==> config.mk <==
export PLATFORM = sky130hd
export DESIGN_NAME = capture_control_ch23
export DESIGN_NICKNAME = d
export VERILOG_FILES = /design/src/common/capture_pkg.sv /design/src/design/capture_control_ch23.sv /design/src/design/capture_edge_detect.sv /design/src/design/capture_channel.sv
export SDC_FILE = /design/constraint.sdc
export NUM_CORES = 1
export LEC_CHECK = 0
export ABC_AREA = 1
export BUFFER_PORTS_ARGS = -buffer_cell sky130_fd_sc_hd__buf_2
export CAP_MARGIN = 10
export CORE_MARGIN = 3
export CORE_UTILIZATION = 35
export DETAILED_ROUTE_END_ITERATION = 16
export HOLD_SLACK_MARGIN = 0.02
export PLACE_DENSITY = 0.62
export SYNTH_ARGS = -nofsm -noshare
export SYNTH_HDL_FRONTEND = slang
export SYNTH_SLANG_ARGS = --single-unit
==> constraint.sdc <==
create_clock -name clk -period 2.04 [get_ports clk]
set_clock_uncertainty 0.2 [all_clocks]
set_input_delay 0.102 -clock clk [delete_from_list [all_inputs] [get_ports clk]]
set_output_delay 0.102 -clock clk [all_outputs]
set_load 0.01 [all_outputs]
==> src/common/capture_pkg.sv <==
// package: register map, field positions and carrier types of the capture control block
package capture_pkg;

  // ****************************************************************
  // register map
  // ****************************************************************
  localparam logic [7:0] CTRL_OFFSET = 8'h54;
  localparam logic [7:0] IRQ_STATUS_OFFSET = 8'h58;
  localparam logic [7:0] IRQ_MASK_OFFSET = 8'h5C;
  localparam logic [7:0] RISE_VALUE_CH2_OFFSET = 8'h60;
  localparam logic [7:0] FALL_VALUE_CH2_OFFSET = 8'h64;
  localparam logic [7:0] RISE_VALUE_CH3_OFFSET = 8'h68;
  localparam logic [7:0] FALL_VALUE_CH3_OFFSET = 8'h6C;
  localparam logic [31:0] CTRL_RESET = 32'h0000_0000;
  localparam logic [31:0] UNMAPPED_READ = 32'h0000_0000;

  // ****************************************************************
  // field positions within a channel byte
  // ****************************************************************
  localparam int CH2_LSB = 0;
  localparam int CH3_LSB = 16;
  localparam int F_INVERT = 0;
  localparam int F_RISE_IE = 1;
  localparam int F_FALL_IE = 2;
  localparam int F_ENABLE = 3;
  localparam int F_IRQ_FLAG = 4;
  localparam int F_RISE_LATCHED = 6;
  localparam int F_FALL_LATCHED = 7;
  localparam logic [7:0] CH_BYTE_MASK = 8'hDF;
  localparam int CNT_W = 16;
  localparam int NUM_CH = 2;

  // ****************************************************************
  // carrier types
  // ****************************************************************
  typedef struct packed {
    logic [7:0] address;
    logic read;
    logic write;
    logic [31:0] writedata;
    logic [3:0] byteenable;
  } avmm_req_t;

  typedef struct packed {
    logic [31:0] readdata;
    logic readdatavalid;
    logic waitrequest;
  } avmm_rsp_t;

  typedef struct packed {
    logic rise;
    logic fall;
  } edge_pulse_t;

endpackage

==> src/design/capture_control_ch23.sv <==
// top: capture control register for channels 2 and 3 with Avalon-MM slave
//
// The implementer's own choice: register access over Avalon-MM.
`timescale 1ns/1ps
`default_nettype none
module capture_control_ch23
  import capture_pkg::*;
(
  // clock and reset
  input wire logic clk,
  input wire logic srst,
  // avalon-mm slave
  input wire logic [7:0] avs_address,
  input wire logic avs_read,
  input wire logic avs_write,
  input wire logic [31:0] avs_writedata,
  input wire logic [3:0] avs_byteenable,
  output logic [31:0] avs_readdata,
  output logic avs_waitrequest,
  // capture pins, counter, polarity
  input wire logic cap_in_ch2,
  input wire logic cap_in_ch3,
  input wire logic [CNT_W-1:0] down_counter,
  input wire logic flag_clear_polarity,
  // interrupt
  output logic irq
);

  // ****************************************************************
  // state
  // ****************************************************************
  typedef struct packed {
    logic [31:0] ctrl;
    logic [3:0] irq_status;
    logic [3:0] irq_mask;
    logic [CNT_W-1:0] rise_value_ch2;
    logic [CNT_W-1:0] fall_value_ch2;
    logic [CNT_W-1:0] rise_value_ch3;
    logic [CNT_W-1:0] fall_value_ch3;
    logic [31:0] readdata;
    logic ack;
    logic irq;
  } top_state_t;

  top_state_t s_q;
  top_state_t s_d;

  avmm_req_t req;
  edge_pulse_t edges [NUM_CH];
  logic [7:0] ch_next [NUM_CH];
  logic [NUM_CH-1:0] rise_load;
  logic [NUM_CH-1:0] fall_load;
  logic [NUM_CH-1:0] irq_event;
  logic [NUM_CH-1:0] pins;
  logic access;
  logic do_write;
  logic ctrl_sel;

  assign req.address = avs_address;
  assign req.read = avs_read;
  assign req.write = avs_write;
  assign req.writedata = avs_writedata;
  assign req.byteenable = avs_byteenable;
  assign pins = {cap_in_ch3, cap_in_ch2};

  // one wait state; a write lands only at the edge where waitrequest is seen low
  assign access = (req.read | req.write) & ~s_q.ack;
  assign do_write = req.write & s_q.ack;
  assign ctrl_sel = do_write & (req.address == CTRL_OFFSET);

  // ****************************************************************
  // per-channel logic
  // ****************************************************************
  for (genvar i = 0; i < NUM_CH; i++) begin : g_ch
    localparam int LSB = (i == 0) ? CH2_LSB : CH3_LSB;
    capture_edge_detect u_edge (
      .clk(clk),
      .srst(srst),
      .pin_in(pins[i]),
      .invert(s_q.ctrl[LSB+F_INVERT]),
      .edges(edges[i])
    );
    capture_channel u_chan (
      .ctrl_byte(s_q.ctrl[LSB+7:LSB]),
      .edges(edges[i]),
      .counter(down_counter),
      .wr_byte(ctrl_sel & req.byteenable[LSB/8]),
      .wr_data(req.writedata[LSB+7:LSB]),
      .clear_polarity(flag_clear_polarity),
      .ctrl_next(ch_next[i]),
      .rise_load(rise_load[i]),
      .fall_load(fall_load[i]),
      .irq_event(irq_event[i])
    );
  end

  // ****************************************************************
  // next state
  // ****************************************************************
  always_comb begin
    s_d = s_q;
    s_d.ctrl = {8'h00, ch_next[1], 8'h00, ch_next[0]};
    if (rise_load[0]) begin
      s_d.rise_value_ch2 = down_counter;
    end
    if (fall_load[0]) begin
      s_d.fall_value_ch2 = down_counter;
    end
    if (rise_load[1]) begin
      s_d.rise_value_ch3 = down_counter;
    end
    if (fall_load[1]) begin
      s_d.fall_value_ch3 = down_counter;
    end
    // status bits: {ch3 fall, ch3 rise, ch2 fall, ch2 rise}; set wins over clear
    if (do_write & req.address == IRQ_STATUS_OFFSET & req.byteenable[0]) begin
      s_d.irq_status = s_q.irq_status & ~req.writedata[3:0];
    end
    s_d.irq_status = s_d.irq_status | {fall_load[1], rise_load[1], fall_load[0], rise_load[0]};
    if (do_write & req.address == IRQ_MASK_OFFSET & req.byteenable[0]) begin
      s_d.irq_mask = req.writedata[3:0];
    end
    // irq flag of either channel also drives the line
    s_d.irq = (|(s_d.irq_status & s_d.irq_mask)) | s_d.ctrl[CH2_LSB+F_IRQ_FLAG]
              | s_d.ctrl[CH3_LSB+F_IRQ_FLAG];
    s_d.ack = access;
    s_d.readdata = UNMAPPED_READ;
    if (req.read & ~s_q.ack) begin
      unique case (req.address)
        CTRL_OFFSET: s_d.readdata = s_q.ctrl;
        IRQ_STATUS_OFFSET: s_d.readdata = {28'h0000000, s_q.irq_status};
        IRQ_MASK_OFFSET: s_d.readdata = {28'h0000000, s_q.irq_mask};
        RISE_VALUE_CH2_OFFSET: s_d.readdata = {16'h0000, s_q.rise_value_ch2};
        FALL_VALUE_CH2_OFFSET: s_d.readdata = {16'h0000, s_q.fall_value_ch2};
        RISE_VALUE_CH3_OFFSET: s_d.readdata = {16'h0000, s_q.rise_value_ch3};
        FALL_VALUE_CH3_OFFSET: s_d.readdata = {16'h0000, s_q.fall_value_ch3};
        default: s_d.readdata = UNMAPPED_READ;
      endcase
    end
  end

  always_ff @(posedge clk) begin
    if (srst) begin
      s_q <= '0;
      s_q.ctrl <= CTRL_RESET;
    end else begin
      s_q <= s_d;
    end
  end

  assign avs_readdata = s_q.readdata;
  assign avs_waitrequest = ~s_q.ack;
  assign irq = s_q.irq;
endmodule
`default_nettype wire

==> src/design/capture_edge_detect.sv <==
// one channel: optional inversion of the pin and rise/fall pulse detection
`timescale 1ns/1ps
`default_nettype none
module capture_edge_detect
  import capture_pkg::*;
(
  // clock and reset
  input wire logic clk,
  input wire logic srst,
  // pin and control
  input wire logic pin_in,
  input wire logic invert,
  // edge pulses
  output edge_pulse_t edges
);

  typedef struct packed {
    logic prev;
    logic primed;
  } det_state_t;

  det_state_t s_q;
  det_state_t s_d;
  logic level;

  assign level = pin_in ^ invert;

  always_comb begin
    s_d = s_q;
    s_d.prev = level;
    s_d.primed = 1'b1;
  end

  always_ff @(posedge clk) begin
    if (srst) begin
      s_q <= '0;
    end else begin
      s_q <= s_d;
    end
  end

  // no edge is reported in the first cycle after reset
  assign edges = '{rise: s_q.primed & level & ~s_q.prev, fall: s_q.primed & ~level & s_q.prev};

endmodule
`default_nettype wire

==> src/design/capture_channel.sv <==
// one channel: latch values and flag next-state logic
`timescale 1ns/1ps
`default_nettype none
module capture_channel
  import capture_pkg::*;
(
  // control byte and events
  input wire logic [7:0] ctrl_byte,
  input wire edge_pulse_t edges,
  input wire logic [CNT_W-1:0] counter,
  // software write to this byte
  input wire logic wr_byte,
  input wire logic [7:0] wr_data,
  input wire logic clear_polarity,
  // results
  output logic [7:0] ctrl_next,
  output logic rise_load,
  output logic fall_load,
  output logic irq_event
);

  logic en;
  logic rise_hit;
  logic fall_hit;
  logic [7:0] b;

  assign en = ctrl_byte[F_ENABLE];
  assign rise_hit = en & edges.rise;
  assign fall_hit = en & edges.fall;
  assign rise_load = rise_hit;
  assign fall_load = fall_hit;
  assign irq_event = (rise_hit & ctrl_byte[F_RISE_IE]) | (fall_hit & ctrl_byte[F_FALL_IE]);

  always_comb begin
    b = ctrl_byte;
    if (wr_byte) begin
      b[3:0] = wr_data[3:0];
      if (wr_data[F_IRQ_FLAG]) begin
        b[F_IRQ_FLAG] = 1'b0;
      end
      if (wr_data[F_RISE_LATCHED] == clear_polarity) begin
        b[F_RISE_LATCHED] = 1'b0;
      end
      if (wr_data[F_FALL_LATCHED] == clear_polarity) begin
        b[F_FALL_LATCHED] = 1'b0;
      end
    end
    // hardware set wins over a same-cycle clear
    if (rise_hit) begin
      b[F_RISE_LATCHED] = 1'b1;
    end
    if (fall_hit) begin
      b[F_FALL_LATCHED] = 1'b1;
    end
    if (irq_event) begin
      b[F_IRQ_FLAG] = 1'b1;
    end
    ctrl_next = b & CH_BYTE_MASK;
  end

endmodule
`default_nettype wire

== After elaboration in Yosys (flattened, before gate mapping) ==
Cells that the tools add are included.
Cells by class
  eq/ne operators: 11
  muxes and demuxes: 21
  bitwise logic cells: 43
  reduce and logical (&&, ||, !) cells: 14
Operators with widths (count)
  32-bit one-hot mux with 7 select lines: 1
  8-bit by 7-bit equality test with 1-bit output, second input constant: 7
  1-bit bitwise AND: 26
  2-bit nonzero test: 8
  1-bit two-way mux: 14
  5-bit two-way mux: 2
  4-bit bitwise AND: 2
  4-bit two-way mux: 2
  2-bit AND reduction: 4
  1-bit NOT: 6
  1-bit bitwise OR: 5
  1-bit equality test: 4
  2-bit two-way mux: 2
  4-bit NOT: 1
  4-bit bitwise OR: 1
  4-bit OR reduction: 1
  2-bit OR reduction: 1
  1-bit XOR: 2
Storage, ports and cells
  bits in registers: 142

== Longest topological paths before layout ==
Gate-level depths: netlist of the first run.
  depth in word-level cells: 10
  depth in mapped cells: 11
  depth with buffers taken out: 11

== By module ==
A second synthesis of the first run with hierarchy kept.
Second synthesis, totals
  cells, all modules: 730
  area total of the unflattened synthesis: 5263.8 um^2
Modules (own cells, without submodules)
  capture_control_ch23: times used 1, cells an instance 618, area each 4723.3 um^2, seq. area each 2282.2 um^2
  capture_channel: times used 2, cells an instance 39, area each 173.9 um^2, seq. area each 0.0 um^2
  capture_edge_detect: times used 2, cells an instance 17, area each 96.3 um^2, seq. area each 40.0 um^2

== Worst setup path after synthesis of the first run ==
OpenSTA, ideal clock, no wires.
  path kind: reg2reg
  start: register s_q[106] in the netlist's numbering
  end: register s_q (netlist bit irq)
  library setup time: 128 ps
  arrival: 1202 ps
  required time: 1712 ps
  setup slack: 510 ps
  cell stages (with the launch flop): 9
  buffers on the path: 1
  cell sequence: dfxtp_1 xor2_1 nand2_1 clkbuf_1 o21ai_0 a21oi_2 nand3_1 nor2_1 nor2_1
On the way
  longest elaborated chain between the ends: 10
Ends and longest elaborated chain
  start: declaration: RTL line capture_control_ch23.sv:45  | top_state_t s_q;
  1-bit XOR *: RTL line capture_edge_detect.sv:26  | assign level = pin_in ^ invert;
  1-bit NOT: RTL line capture_edge_detect.sv:43  | assign edges = '{rise: s_q.primed & level & ~s_q.prev, fall: s_q.primed & ~level & s_q.prev};
  1-bit bitwise AND (2 in series): RTL line capture_edge_detect.sv:43
  1-bit bitwise AND: RTL line capture_channel.sv:29  | assign fall_hit = en & edges.fall;
  4-bit bitwise OR / 1-bit bitwise AND (equally long branches): RTL line capture_control_ch23.sv:119, capture_channel.sv:32
  4-bit bitwise AND / 1-bit bitwise OR (equally long branches): RTL line capture_control_ch23.sv:124, capture_channel.sv:32
  4-bit OR reduction / 1-bit two-way mux (equally long branches): RTL line capture_control_ch23.sv:124, capture_channel.sv:55
  1-bit bitwise OR *: RTL line capture_control_ch23.sv:124  | s_d.irq = (|(s_d.irq_status & s_d.irq_mask)) | s_d.ctrl[CH2_LSB+F_IRQ_FLAG]
  1-bit bitwise OR *: RTL line capture_control_ch23.sv:125  | | s_d.ctrl[CH3_LSB+F_IRQ_FLAG];
Mark *: on every way between the ends. The rest lies on a longest branch, timed or not.
A chain may end at the register's enable or synchronous reset.

== Worst setup path after layout of the first run ==
  start: input port cap_in_ch3
  end: register s_q[126] in the netlist's numbering
On the way
  longest elaborated chain between the ends: 8
Ends and longest elaborated chain
  start: declaration: RTL line capture_control_ch23.sv:22  | input wire logic cap_in_ch3,
  1-bit XOR *: RTL line capture_edge_detect.sv:26
  1-bit NOT: RTL line capture_edge_detect.sv:43
  1-bit bitwise AND (2 in series): RTL line capture_edge_detect.sv:43
  1-bit bitwise AND: RTL line capture_channel.sv:29
  1-bit bitwise AND: RTL line capture_channel.sv:32  | assign irq_event = (rise_hit & ctrl_byte[F_RISE_IE]) | (fall_hit & ctrl_byte[F_FALL_IE]);
  1-bit bitwise OR *: RTL line capture_channel.sv:32
  1-bit two-way mux *: RTL line capture_channel.sv:55  | if (irq_event) begin
Marks and branches as above.

==> results of run 1 <==
-- how the worst max path moves through the flow --
stage	end	depth (start not counted)	from	slack (ns)
2_1_floorplan	irq	8	s_q[106]	0.51
3_3_place_gp	irq	11	avs_address[0]	0.26
3_5_place_dp	avs_readdata[6]	8	avs_address[2]	0.25
4_1_cts	s_q[126]	6	s_q[122]	0.08
5_1_grt	s_q[126]	6	s_q[122]	0.01
6_report	s_q[126]	8	cap_in_ch3	0.14
-- cell families (layout without fill, tap and decap cells) --
| logic type | after synthesis | after routing | synth area share [%] |
|---|---|---|---|
| other cells | 1 | 9 | 0.0764 |
| simple gates | 308 | 308 | 27.7 |
| buf+inv | 101 | 214 | 11.0 |
| compound gates | 122 | 122 | 13.4 |
| xor+xnor | 8 | 8 | 1.43 |
| flops | 114 | 114 | 46.5 |
-- repair_timing --
item	CTS	global route
setup endpoints to repair	0	3
gates resized for setup	0	3
hold buffers	50	0
setup buffers	0	0
hold endpoints to repair	100	0
-- Yosys cell counts --
| library cell | count | area share, % |
|---|---|---|
| a41oi_2 | 1 | 0.33 |
| buf_4 | 37 | 5.7 |
| a21oi_2 | 1 | 0.18 |
| nand2_1 | 82 | 6.3 |
| dfxtp_1 | 114 | 46 |
| a31oi_1 | 6 | 0.76 |
| clkinv_1 | 1 | 0.076 |
| nor3_1 | 6 | 0.61 |
| o21a_1 | 1 | 0.15 |
| inv_1 | 30 | 2.3 |
| nor2_1 | 147 | 11 |
| buf_1 | 2 | 0.15 |
| conb_1 | 1 | 0.076 |
| nand2_2 | 6 | 0.76 |
| buf_6 | 1 | 0.23 |
| nand3_4 | 2 | 0.71 |
| a21oi_1 | 26 | 2.6 |
| clkbuf_1 | 14 | 1.1 |
| and3_1 | 2 | 0.25 |
| nor2_2 | 1 | 0.13 |
| xnor2_1 | 2 | 0.36 |
| nor4_4 | 1 | 0.43 |
| a41oi_1 | 6 | 1.1 |
| inv_2 | 6 | 0.46 |
| nand3_1 | 44 | 4.5 |
| nand4_1 | 11 | 1.4 |
| buf_2 | 10 | 1.0 |
| xor2_1 | 6 | 1.1 |
| nor2_4 | 6 | 1.4 |
| o21ai_0 | 80 | 8.2 |
| o21ai_1 | 1 | 0.10 |
-- routing by layer --
metal | vias to the layer above | share of wire, % | global-route usage, %
li1 | 2321 | - | -
met1 | 2004 | 46 | 22.7
met2 | 115 | 46 | 28.2
met3 | 21 | 5.8 | 4.72
met4 | 2 | 1.8 | 5.80
met5 | - | 0.053 | 0
-- where the power goes --
part	internal [mW]	switching [mW]
combinational	0.132	0.161
sequential	2.23	0.00389
clock	1.93	1.01
-- sequential cells by signal, indices dropped and copies added (netlist names) --
register	flops
avs_readdata	23
irq	1
s_q	87
g_ch.u_edge.s_q	3
-- layout make-up --
type,count,area [sq um]
well taps,176,220
inverters,37,139
flip-flops and latches,114,2280
multi-input cells,447,2130
fillers,1374,7100
repair buffers,146,1060
clock buffers,20,447
clock inverters,11,138
-- through the flow --
step | total power, mW | worst slack [ns] | hold WS [ns] | area, sq um
after detailed placement | 2.51 | 0.248 | 0.134 | 5320
after CTS | 5.50 | 0.0767 | 0.0385 | 6400
after floorplan | 2.41 | 0.510 | 0.0135 | 4940
after global routing | 5.64 | 0.0149 | 0.0668 | 6410
final | 5.47 | 0.140 | 0.0364 | 6410
after global placement | 2.51 | 0.259 | 0.135 | 5320
-- worst reg2reg max path: cells and delay by family (launching register included) --
kind	cells	cell delay, ns
buf+inv	1	0.58
flops	1	0.33
compound gates	2	0.30
simple gates	2	0.22
xor+xnor	1	0.16
==> key figures, run 1 <==
Outcome
  – Status: finished clean

Placed design
  – # port buffers: 71
  – Post-Place Cells: 870
  – RD Place Congestion: 0.851
  – DP Wirelength: 8850 microns

Worst setup path
  – R2R Setup Slk: 0.14 ns
  – Worst Setup End Kind: register
  – Cells on worst reg2reg path: 6
  – Required @ worst endpoint: 2.14 ns
  – Max incr delay on CP: 0.58 ns
  – Critical path class: in2reg
  – RR Startpoint: s_q[122]
  – R2r endpoint: s_q[126]
  – CP max-delay cell: dlygate4sd3_1
  – Setup crit start kind: input pin
  – CP Cell Sequence: dlygate4sd3_1, buf_2, xor2_1, nand2_1, o21ai_1, a21oi_1, dlygate4sd3_1, nor2_1
  – Worst Path Arrival: 2.00 ns
  – CP Buf/Inv Count: 3
  – Critical Path Fanout Max: 5
  – Top delay family on crit path: buffers and inverters
  – Most used cell, CP: dlygate4sd3_1

Layout
  – Synth-to-Final Area Change: 30.5%
  – Most frequent cells in the layout: nor2_1, dfxtp_1, nand2_1
  – Share of cells above drive strength 1: 19.4%
  – Final Core Density: 47.5%
  – Inserted Diodes: 0
  – Commonest non-fill, non-tap cell in the layout: nor2_1
  – Nets: 830
  – Non-filler cells, final: 951

Floorplanning
  – Die height: 124 microns
  – Starting density of the core: 36.4%
  – Core box area: 13500 sq um
  – Die Wd: 124 microns
  – # rows: 42
  – Io pins: 101
  – Die area: 15500 sq um

STA
  – Fin. max-slew vios: 0
  – Final worst-path cycle share: 93.1%
  – Unrepaired setup endpoints after global routing: no
  – Hold Fails Final Rpt: 0
  – Slew margin rel.: 56.3%
  – Setup_tns: 0 ns
  – Min Tclk post-route: 1.90 ns
  – Worst Tran Pin Value: 0.654 ns
  – Peak Freq: 526 MHz
  – Final setup fails: 0

Detailed routing
  – DRT Pass-1 Iters: 4
  – Final ANT Viol Nets: 0
  – DR vias: 4463
  – DRC: 0
  – WL/cell: 13.9 microns
  – Vias per inst: 4.69
  – Initial DRC Count: 352
  – Post-Route WL: 13300 microns

CTS
  – TritonCTS clock tree: yes
  – Clock root cell: clkbuf_16
  – Worst-Skew Late Latency: 0.41 ns
  – CTS clk-pin slew, worst paths: 0.05 ns
  – CTS buffer count: 17
  – TritonCTS Sinks: 114
  – CTS max path bufs: 2
  – H-tree levels: 4

Pwr
  – Leak Pwr: 2.64 nW
  – Worst VDD drop: 576 uV
  – Pwr dens: 854 nW/um^2

Logic synthesis
  – Post-synth cell types: 31
  – Post-synthesis cell count: 654
  – Post-Syn Area per Cell: 7.51 sq um
  – Seq cells post-synth: 114
  – Synthesized area: 4910 sq um
  – Sequential element share of the synthesized area: 46.5%
  – Synth warn: 0

Run
  – Max_cap viols: 0

Global route
  – Number of global-route vias before repair: 4296
  – Total GRT Usage: 17.5%
  – Global-route wire length before repair: 21800 microns
  – Initial antenna violation count: 1
  – Pin count of the biggest net entering global routing: 69
  – GR Overflow Total: 0

Hold path
  – Hold endpoint: s_q[112]
  – Number of cells on the worst hold path: 4
  – Hold path start: flag_clear_polarity
  – Hold crit path type: in2reg
Power figures use the tool's default switching activity.
==> run 2: changes to the inputs <==
--- a/config.mk
+++ b/config.mk
@@ -6,13 +6,14 @@
 export NUM_CORES = 1
 export LEC_CHECK = 0
 export ABC_AREA = 1
-export BUFFER_PORTS_ARGS = -buffer_cell sky130_fd_sc_hd__buf_2
 export CAP_MARGIN = 10
 export CORE_MARGIN = 3
 export CORE_UTILIZATION = 35
 export DETAILED_ROUTE_END_ITERATION = 16
+export DONT_BUFFER_PORTS = 1
 export HOLD_SLACK_MARGIN = 0.02
-export PLACE_DENSITY = 0.62
+export MAX_ROUTING_LAYER = met4
+export PLACE_DENSITY = 0.56
 export SYNTH_ARGS = -nofsm -noshare
 export SYNTH_HDL_FRONTEND = slang
 export SYNTH_SLANG_ARGS = --single-unit
==> run 2 against run 1 <==
Via count decreased by 2.7%. Hold slack got worse by 0.0030 ns. Critical endpoint unchanged. Global-route usage increased by 1.2 points. Die area unchanged. Largest power group unchanged. Sequential power about the same. Combinational power decreased by 13%. Wire length increased by 3.4%. Total power increased by 2.0%. Largest cell class unchanged.
==> key figures, run 2 (synthesis results as in run 1) <==
STA
  – Final setup fails: 0 (unchanged)
  – Final worst-path cycle share: 98.6% (+5.5 points)
  – Fin. max-slew vios: 0 (unchanged)
  – Final worst slack: 0.0286 ns (-0.112 ns)
  – Slew margin rel.: 52.6% (-3.7 points)
  – Hold Fails Final Rpt: 0 (unchanged)
  – Min Tclk post-route: 2.01 ns (+0.112 ns)
  – Unrepaired setup endpoints after global routing: yes
  – Worst Tran Pin Value: 0.711 ns (+0.0569 ns)
  – Peak Freq: 497 MHz (-5.5%)

Floorplanning
  – Die area: 15500 sq um (unchanged)
  – Die height: 124 microns (unchanged)
  – Die Wd: 124 microns (unchanged)
  – Starting density of the core: 36.4% (unchanged)
  – Io pins: 101 (unchanged)
  – Core box area: 13500 sq um (unchanged)
  – # rows: 42 (unchanged)

Worst setup path
  – Worst Setup End Kind: register
  – Worst setup startpoint: avs_address[0]
  – CP Buf/Inv Count: 3 (unchanged)
  – Critical Path Fanout Max: 5 (unchanged)
  – Max incr delay on CP: 0.59 ns (about the same)
  – Critical path class: in2reg
  – RR Startpoint: s_q[1]
  – R2R Setup Slk: 0.07 ns (-0.07 ns)
  – R2r endpoint: s_q[126]
  – Setup crit start kind: input pin
  – Most used cell, CP: dlygate4sd3_1
  – Required @ worst endpoint: 2.13 ns (about the same)
  – Cells on worst reg2reg path: 6 (unchanged)
  – Crit path to: s_q[126]
  – CP Cell Sequence: inv_1, nand2_2, nor2_4, dlygate4sd3_1, nand4_1, a21oi_2, nor2_1, dlygate4sd3_1
  – Top delay family on crit path: buffers and inverters
  – Worst Path Arrival: 2.10 ns (+0.10 ns)
  – Stages on worst setup path: 8 (unchanged)
  – CP max-delay cell: dlygate4sd3_1

Detailed routing
  – DRC: 0 (unchanged)
  – WL/cell: 15.5 microns (+11%)
  – Final ANT Viol Nets: 0 (unchanged)
  – DR vias: 4343 (-2.7%)
  – DRT Pass-1 Iters: 5 (+1)
  – Post-Route WL: 13700 microns (+3.4%)
  – Vias per inst: 4.90 (+4.3%)
  – Initial DRC Count: 373 (+6.0%)

Layout
  – Share of cells above drive strength 1: 11.3% (-8.1 points)
  – Commonest non-fill, non-tap cell in the layout: nor2_1
  – Synth-to-Final Area Change: 25.4%
  – Max reg flops: 87 (unchanged)
  – Most frequent cells in the layout: nor2_1, dfxtp_1, nand2_1
  – Reg with most FFs: s_q
  – Nets: 763 (-8.1%)

Global route
  – Global-route wire length before repair: 22500 microns (+3.1%)
  – Pin count of the biggest net entering global routing: 66 (-4.3%)
  – Initial antenna violation count: 2 (+1)
  – Number of global-route vias before repair: 4409 (+2.6%)
  – GR Overflow Total: 0 (unchanged)
  – Total GRT Usage: 18.7% (+1.2 points)

Hold path
  – Hold crit path type: in2reg
  – Number of cells on the worst hold path: 5 (+1)

Pwr
  – Worst VDD drop: 562 uV (-2.3%)
  – Leak Pwr: 2.36 nW (-11%)
  – Pwr dens: 907 nW/um^2 (+6.2%)
  – Power Total: 5.58 mW (+2.0%)

CTS
  – TritonCTS Sinks: 114 (unchanged)
  – Clock root cell: clkbuf_16
  – CTS max path bufs: 2 (unchanged)
  – TritonCTS clock tree: yes
  – CTS buffer count: 17 (unchanged)
  – H-tree levels: 4 (unchanged)
  – CTS clk-pin slew, worst paths: 0.05 ns (about the same)
  – Worst-Skew Late Latency: 0.41 ns (about the same)

Outcome
  – Status: finished clean

Placed design
  – DP Wirelength: 8870 microns (+0.30%)
  – RD Place Congestion: 0.811 (-4.7%)
  – Setup WS pre-CTS: 0.237 ns (-0.0111 ns)
  – # port buffers: 0 (-100%)

Run
  – Max_cap viols: 0 (unchanged)
[run 2: cell types whose count changed in the layout (fill, tap and decap cells not counted), moves of 2 or more]
| cell | before | now |
|---|---|---|
| dlymetal6s4s_1 | 0 | 2 |
| clkinvlp_4 | 3 | 1 |
| diode_2 | 0 | 2 |
| buf_2 | 71 | 0 |
| dlygate4sd3_1 | 50 | 55 |
| buf_4 | 24 | 21 |
[run 2: area by class of cell]
class	count	area, sq um
clock inverter	10	156
sequential	114	2280
tap	176	220
inverter	37	139
clock buffer	22	464
multi-input combinational	447	2140
timing repair buffer	79	753
fill	1294	7350
antenna	2	5.00
[run 2: layer usage]
metal | wire (microns) | global-route usage (%) | vias to the layer above
met5 | 0 | - | -
met4 | 242 | 6.71 | 0
met3 | 853 | 6.09 | 17
met2 | 6550 | 29.1 | 127
met1 | 6060 | 22.8 | 2013
li1 | - | - | 2186
[run 2: how the worst min path moves through the flow]
stage | slack [ns] | endpoint | startpoint
2_1_floorplan | 0.01 | s_q[1] | avs_write
3_3_place_gp | -0.03 | s_q[128] | srst
3_5_place_dp | -0.02 | s_q[129] | srst
4_1_cts | 0.05 | avs_readdata[4] | avs_address[6]
5_1_grt | 0.05 | avs_readdata[13] | avs_address[6]
6_report | 0.03 | avs_readdata[12] | avs_address[6]
[run 2: per-stage QoR]
stage               hold WS (ns)  util [%]  instances  TNS [ns]  instance area [sq um]
floorplan                 0.0135         -        662         0                   4940
global placement         -0.0266      36.5        795         0                   4930
detailed placement       -0.0218      36.5        795         0                   4930
CTS                       0.0533      45.3        884         0                   6120
global route              0.0482      45.6        887   -0.0691                   6160
finish                    0.0335      45.6        887         0                   6160
[run 2: worst min-delay path: cells and delay by family]
kind | cells | cell delay [ns]
AOI/OAI and AO/OA | 1 | 0.08
and+or+nand+nor | 3 | 0.23
buffers and inverters | 1 | 0.16
[run 2: power by group]
group          leakage (nW)  internal (mW)  switching (mW)
Sequential            0.919           2.23         0.00408
Clock                 0.304           2.10           0.993
Combinational          1.13          0.105           0.150
Total                  2.36           4.44            1.15
[run 2: what timing repair did]
item                       4_1_cts  5_1_grt
resized for setup                0        9
setup endpoints to repair        0       82
buffers inserted                 0        1
hold buffers                    57        1
hold endpoints to repair       114        7
==> run 3: changes to the inputs <==
--- a/config.mk
+++ b/config.mk
@@ -11,9 +11,10 @@
 export CORE_UTILIZATION = 35
 export DETAILED_ROUTE_END_ITERATION = 16
 export DONT_BUFFER_PORTS = 1
+export GPL_TIMING_DRIVEN = 0
 export HOLD_SLACK_MARGIN = 0.02
 export MAX_ROUTING_LAYER = met4
-export PLACE_DENSITY = 0.56
+export PLACE_DENSITY = 0.49
 export SYNTH_ARGS = -nofsm -noshare
 export SYNTH_HDL_FRONTEND = slang
 export SYNTH_SLANG_ARGS = --single-unit
==> run 3 against run 2 <==
Die area unchanged. Flip-flop and latch count did not move. Utilization grew 1.3 points. Sequential power about the same. Sequential share of layout area fell by 1.1 points. Largest cell class unchanged. Global-route usage rose by 1.8 points.
==> key figures, run 3 (synthesis results as in run 1) <==
Pwr
  – Leak Pwr: 2.52 nW (+7.1%)
  – Worst VDD drop: 547 uV (-2.8%)
  – Pwr dens: 859 nW/um^2 (-5.3%)
  – Power Total: 5.45 mW (-2.5%)

Detailed routing
  – Post-Route WL: 15000 microns (+9.7%)
  – Vias per inst: 4.95 (+1.1%)
  – Final ANT Viol Nets: 0 (unchanged)
  – DRC: 0 (unchanged)
  – DRT Pass-1 Iters: 5 (unchanged)
  – DR vias: 4581 (+5.5%)
  – WL/cell: 16.3 microns (+5.2%)
  – Initial DRC Count: 399 (+7.0%)

Layout
  – Share of cells above drive strength 1: 14.6% (+3.3 points)
  – Synth-to-Final Area Change: 29.1%
  – Fin area: 6340 sq um (+2.9%)
  – Nets: 805 (+5.5%)
  – Most frequent cells in the layout: nor2_1, dfxtp_1, nand2_1
  – Inserted Diodes: 0 (-2)
  – Fillers: 1346 (+4.0%)
  – Commonest non-fill, non-tap cell in the layout: nor2_1
  – Max reg flops: 87 (unchanged)
  – Reg with most FFs: s_q

CTS
  – CTS buffer count: 17 (unchanged)
  – Clock root cell: clkbuf_16
  – CTS clk-pin slew, worst paths: 0.05 ns (about the same)
  – CTS max path bufs: 2 (unchanged)
  – TritonCTS clock tree: yes
  – TritonCTS Sinks: 114 (unchanged)
  – Worst-Skew Late Latency: 0.41 ns (about the same)
  – H-tree levels: 4 (unchanged)

Floorplanning
  – Starting density of the core: 36.4% (unchanged)
  – Io pins: 101 (unchanged)
  – Core box area: 13500 sq um (unchanged)
  – Die height: 124 microns (unchanged)
  – Die area: 15500 sq um (unchanged)
  – Die Wd: 124 microns (unchanged)
  – # rows: 42 (unchanged)

STA
  – Fin. max-slew vios: 0 (unchanged)
  – Peak Freq: 513 MHz (+3.3%)
  – Setup_tns: 0 ns (unchanged)
  – Hold Fails Final Rpt: 0 (unchanged)
  – Slew margin rel.: 52.5% (-0.12 points)
  – Min Tclk post-route: 1.95 ns (-0.0636 ns)
  – Final worst-path cycle share: 95.5% (-3.1 points)
  – Unrepaired setup endpoints after global routing: no
  – WHS: 0.0401 ns (+0.00660 ns)
  – Final setup fails: 0 (unchanged)
  – Worst Tran Pin Value: 0.708 ns (-0.00348 ns)

Global route
  – Number of global-route vias before repair: 4564 (+3.5%)
  – Initial antenna violation count: 0 (-2)
  – Total GRT Usage: 20.5% (+1.8 points)
  – Global-route wire length before repair: 24100 microns (+7.0%)
  – GR Overflow Total: 0 (unchanged)
  – Pin count of the biggest net entering global routing: 17 (-74%)

Worst setup path
  – Cells on worst reg2reg path: 7 (+1)
  – Critical Path Fanout Max: 7 (+2)
  – Worst Path Arrival: 2.09 ns (about the same)
  – R2R Setup Slk: 0.11 ns (+0.04 ns)
  – R2r endpoint: s_q[98]
  – Required @ worst endpoint: 2.18 ns (+0.05 ns)
  – Critical path class: in2reg
  – Worst Setup End Kind: register
  – Setup crit start kind: input pin
  – RR Startpoint: s_q[1]

Hold path
  – Hold crit path type: in2reg
  – Number of cells on the worst hold path: 5 (unchanged)
  – Hold path start: cap_in_ch2
  – Hold endpoint: s_q[83]

Outcome
  – Status: finished clean

Run
  – Max_cap viols: 0 (unchanged)

Placed design
  – Placed Area: 5160 sq um (+4.6%)
  – # port buffers: 0 (unchanged)
  – DP Wirelength: 10300 microns (+16%)
  – RD Place Congestion: 0.841 (+3.7%)
[run 3: changes by cell type in the layout (fill, tap and decap cells not counted), sizes merged]
cell	change
bufinv	-2
dlygate4sd3	-2
diode	-2
clkbuf	+17
clkinv	-2
clkinvlp	-1
buf	+30
[run 3: what timing repair did]
item	CTS	global route
buffers inserted	0	2
endpoints found under the setup margin	0	20
endpoints found under the hold margin	112	0
hold buffers	55	0
resized for setup	0	15
[run 3: routing by layer]
metal | track usage (%) | part of all wire (%)
met1 | 25.4 | 45
met2 | 32.2 | 47
met3 | 5.15 | 6.3
met4 | 7.67 | 1.7
met5 | - | 0
[run 3: cell type report]
| cell class | count | area [sq um] | area share [%] |
|---|---|---|---|
| multi-input combinational | 447 | 2150 | 33.8 |
| inverter | 37 | 139 | 2.19 |
| tap | 176 | 220 | 3.47 |
| buffer | 64 | 403 | 6.35 |
| timing repair buffer | 57 | 571 | 9.00 |
| clock buffer | 25 | 505 | 7.97 |
| clock inverter | 5 | 75.1 | 1.18 |
| sequential | 114 | 2280 | 36.0 |
[run 3: critical path: stages]
cell,delay (ns)
dlygate4sd3_1,0.55
inv_2,0.08
nand2_1,0.08
nor2_4,0.27
nand3_4,0.16
inv_2,0.10
nand2_1,0.07
dlygate4sd3_1,0.57
a21oi_1,0.12
[run 3: stage by stage]
stage                     utilization [%]  cells  worst slack [ns]
after floorplan                         -    662             0.510
after global placement               38.2    838            0.0508
after detailed placement             38.2    838            0.0614
after CTS                            46.6    923            0.0192
after global routing                 47.0    925           0.00860
final                                47.0    925            0.0922
[run 3: report_power, final]
part	switching [mW]	internal, mW
combinational	0.168	0.123
clock	0.979	1.94
sequential	0.00452	2.24
total	1.15	4.29
[run 3: how the worst max path moves through the flow]
| stage | start | to | slack (ns) | cells past startpoint |
|---|---|---|---|---|
| 5_1_grt | avs_address[5] | s_q[109] | 0.009 | 9 |
| 2_1_floorplan | s_q[106] | irq | 0.51 | 8 |
| 3_5_place_dp | s_q[106] | irq | 0.06 | 8 |
| 6_report | avs_address[5] | s_q[98] | 0.09 | 9 |
| 4_1_cts | srst | avs_readdata[3] | 0.02 | 8 |
| 3_3_place_gp | s_q[106] | irq | 0.05 | 8 |
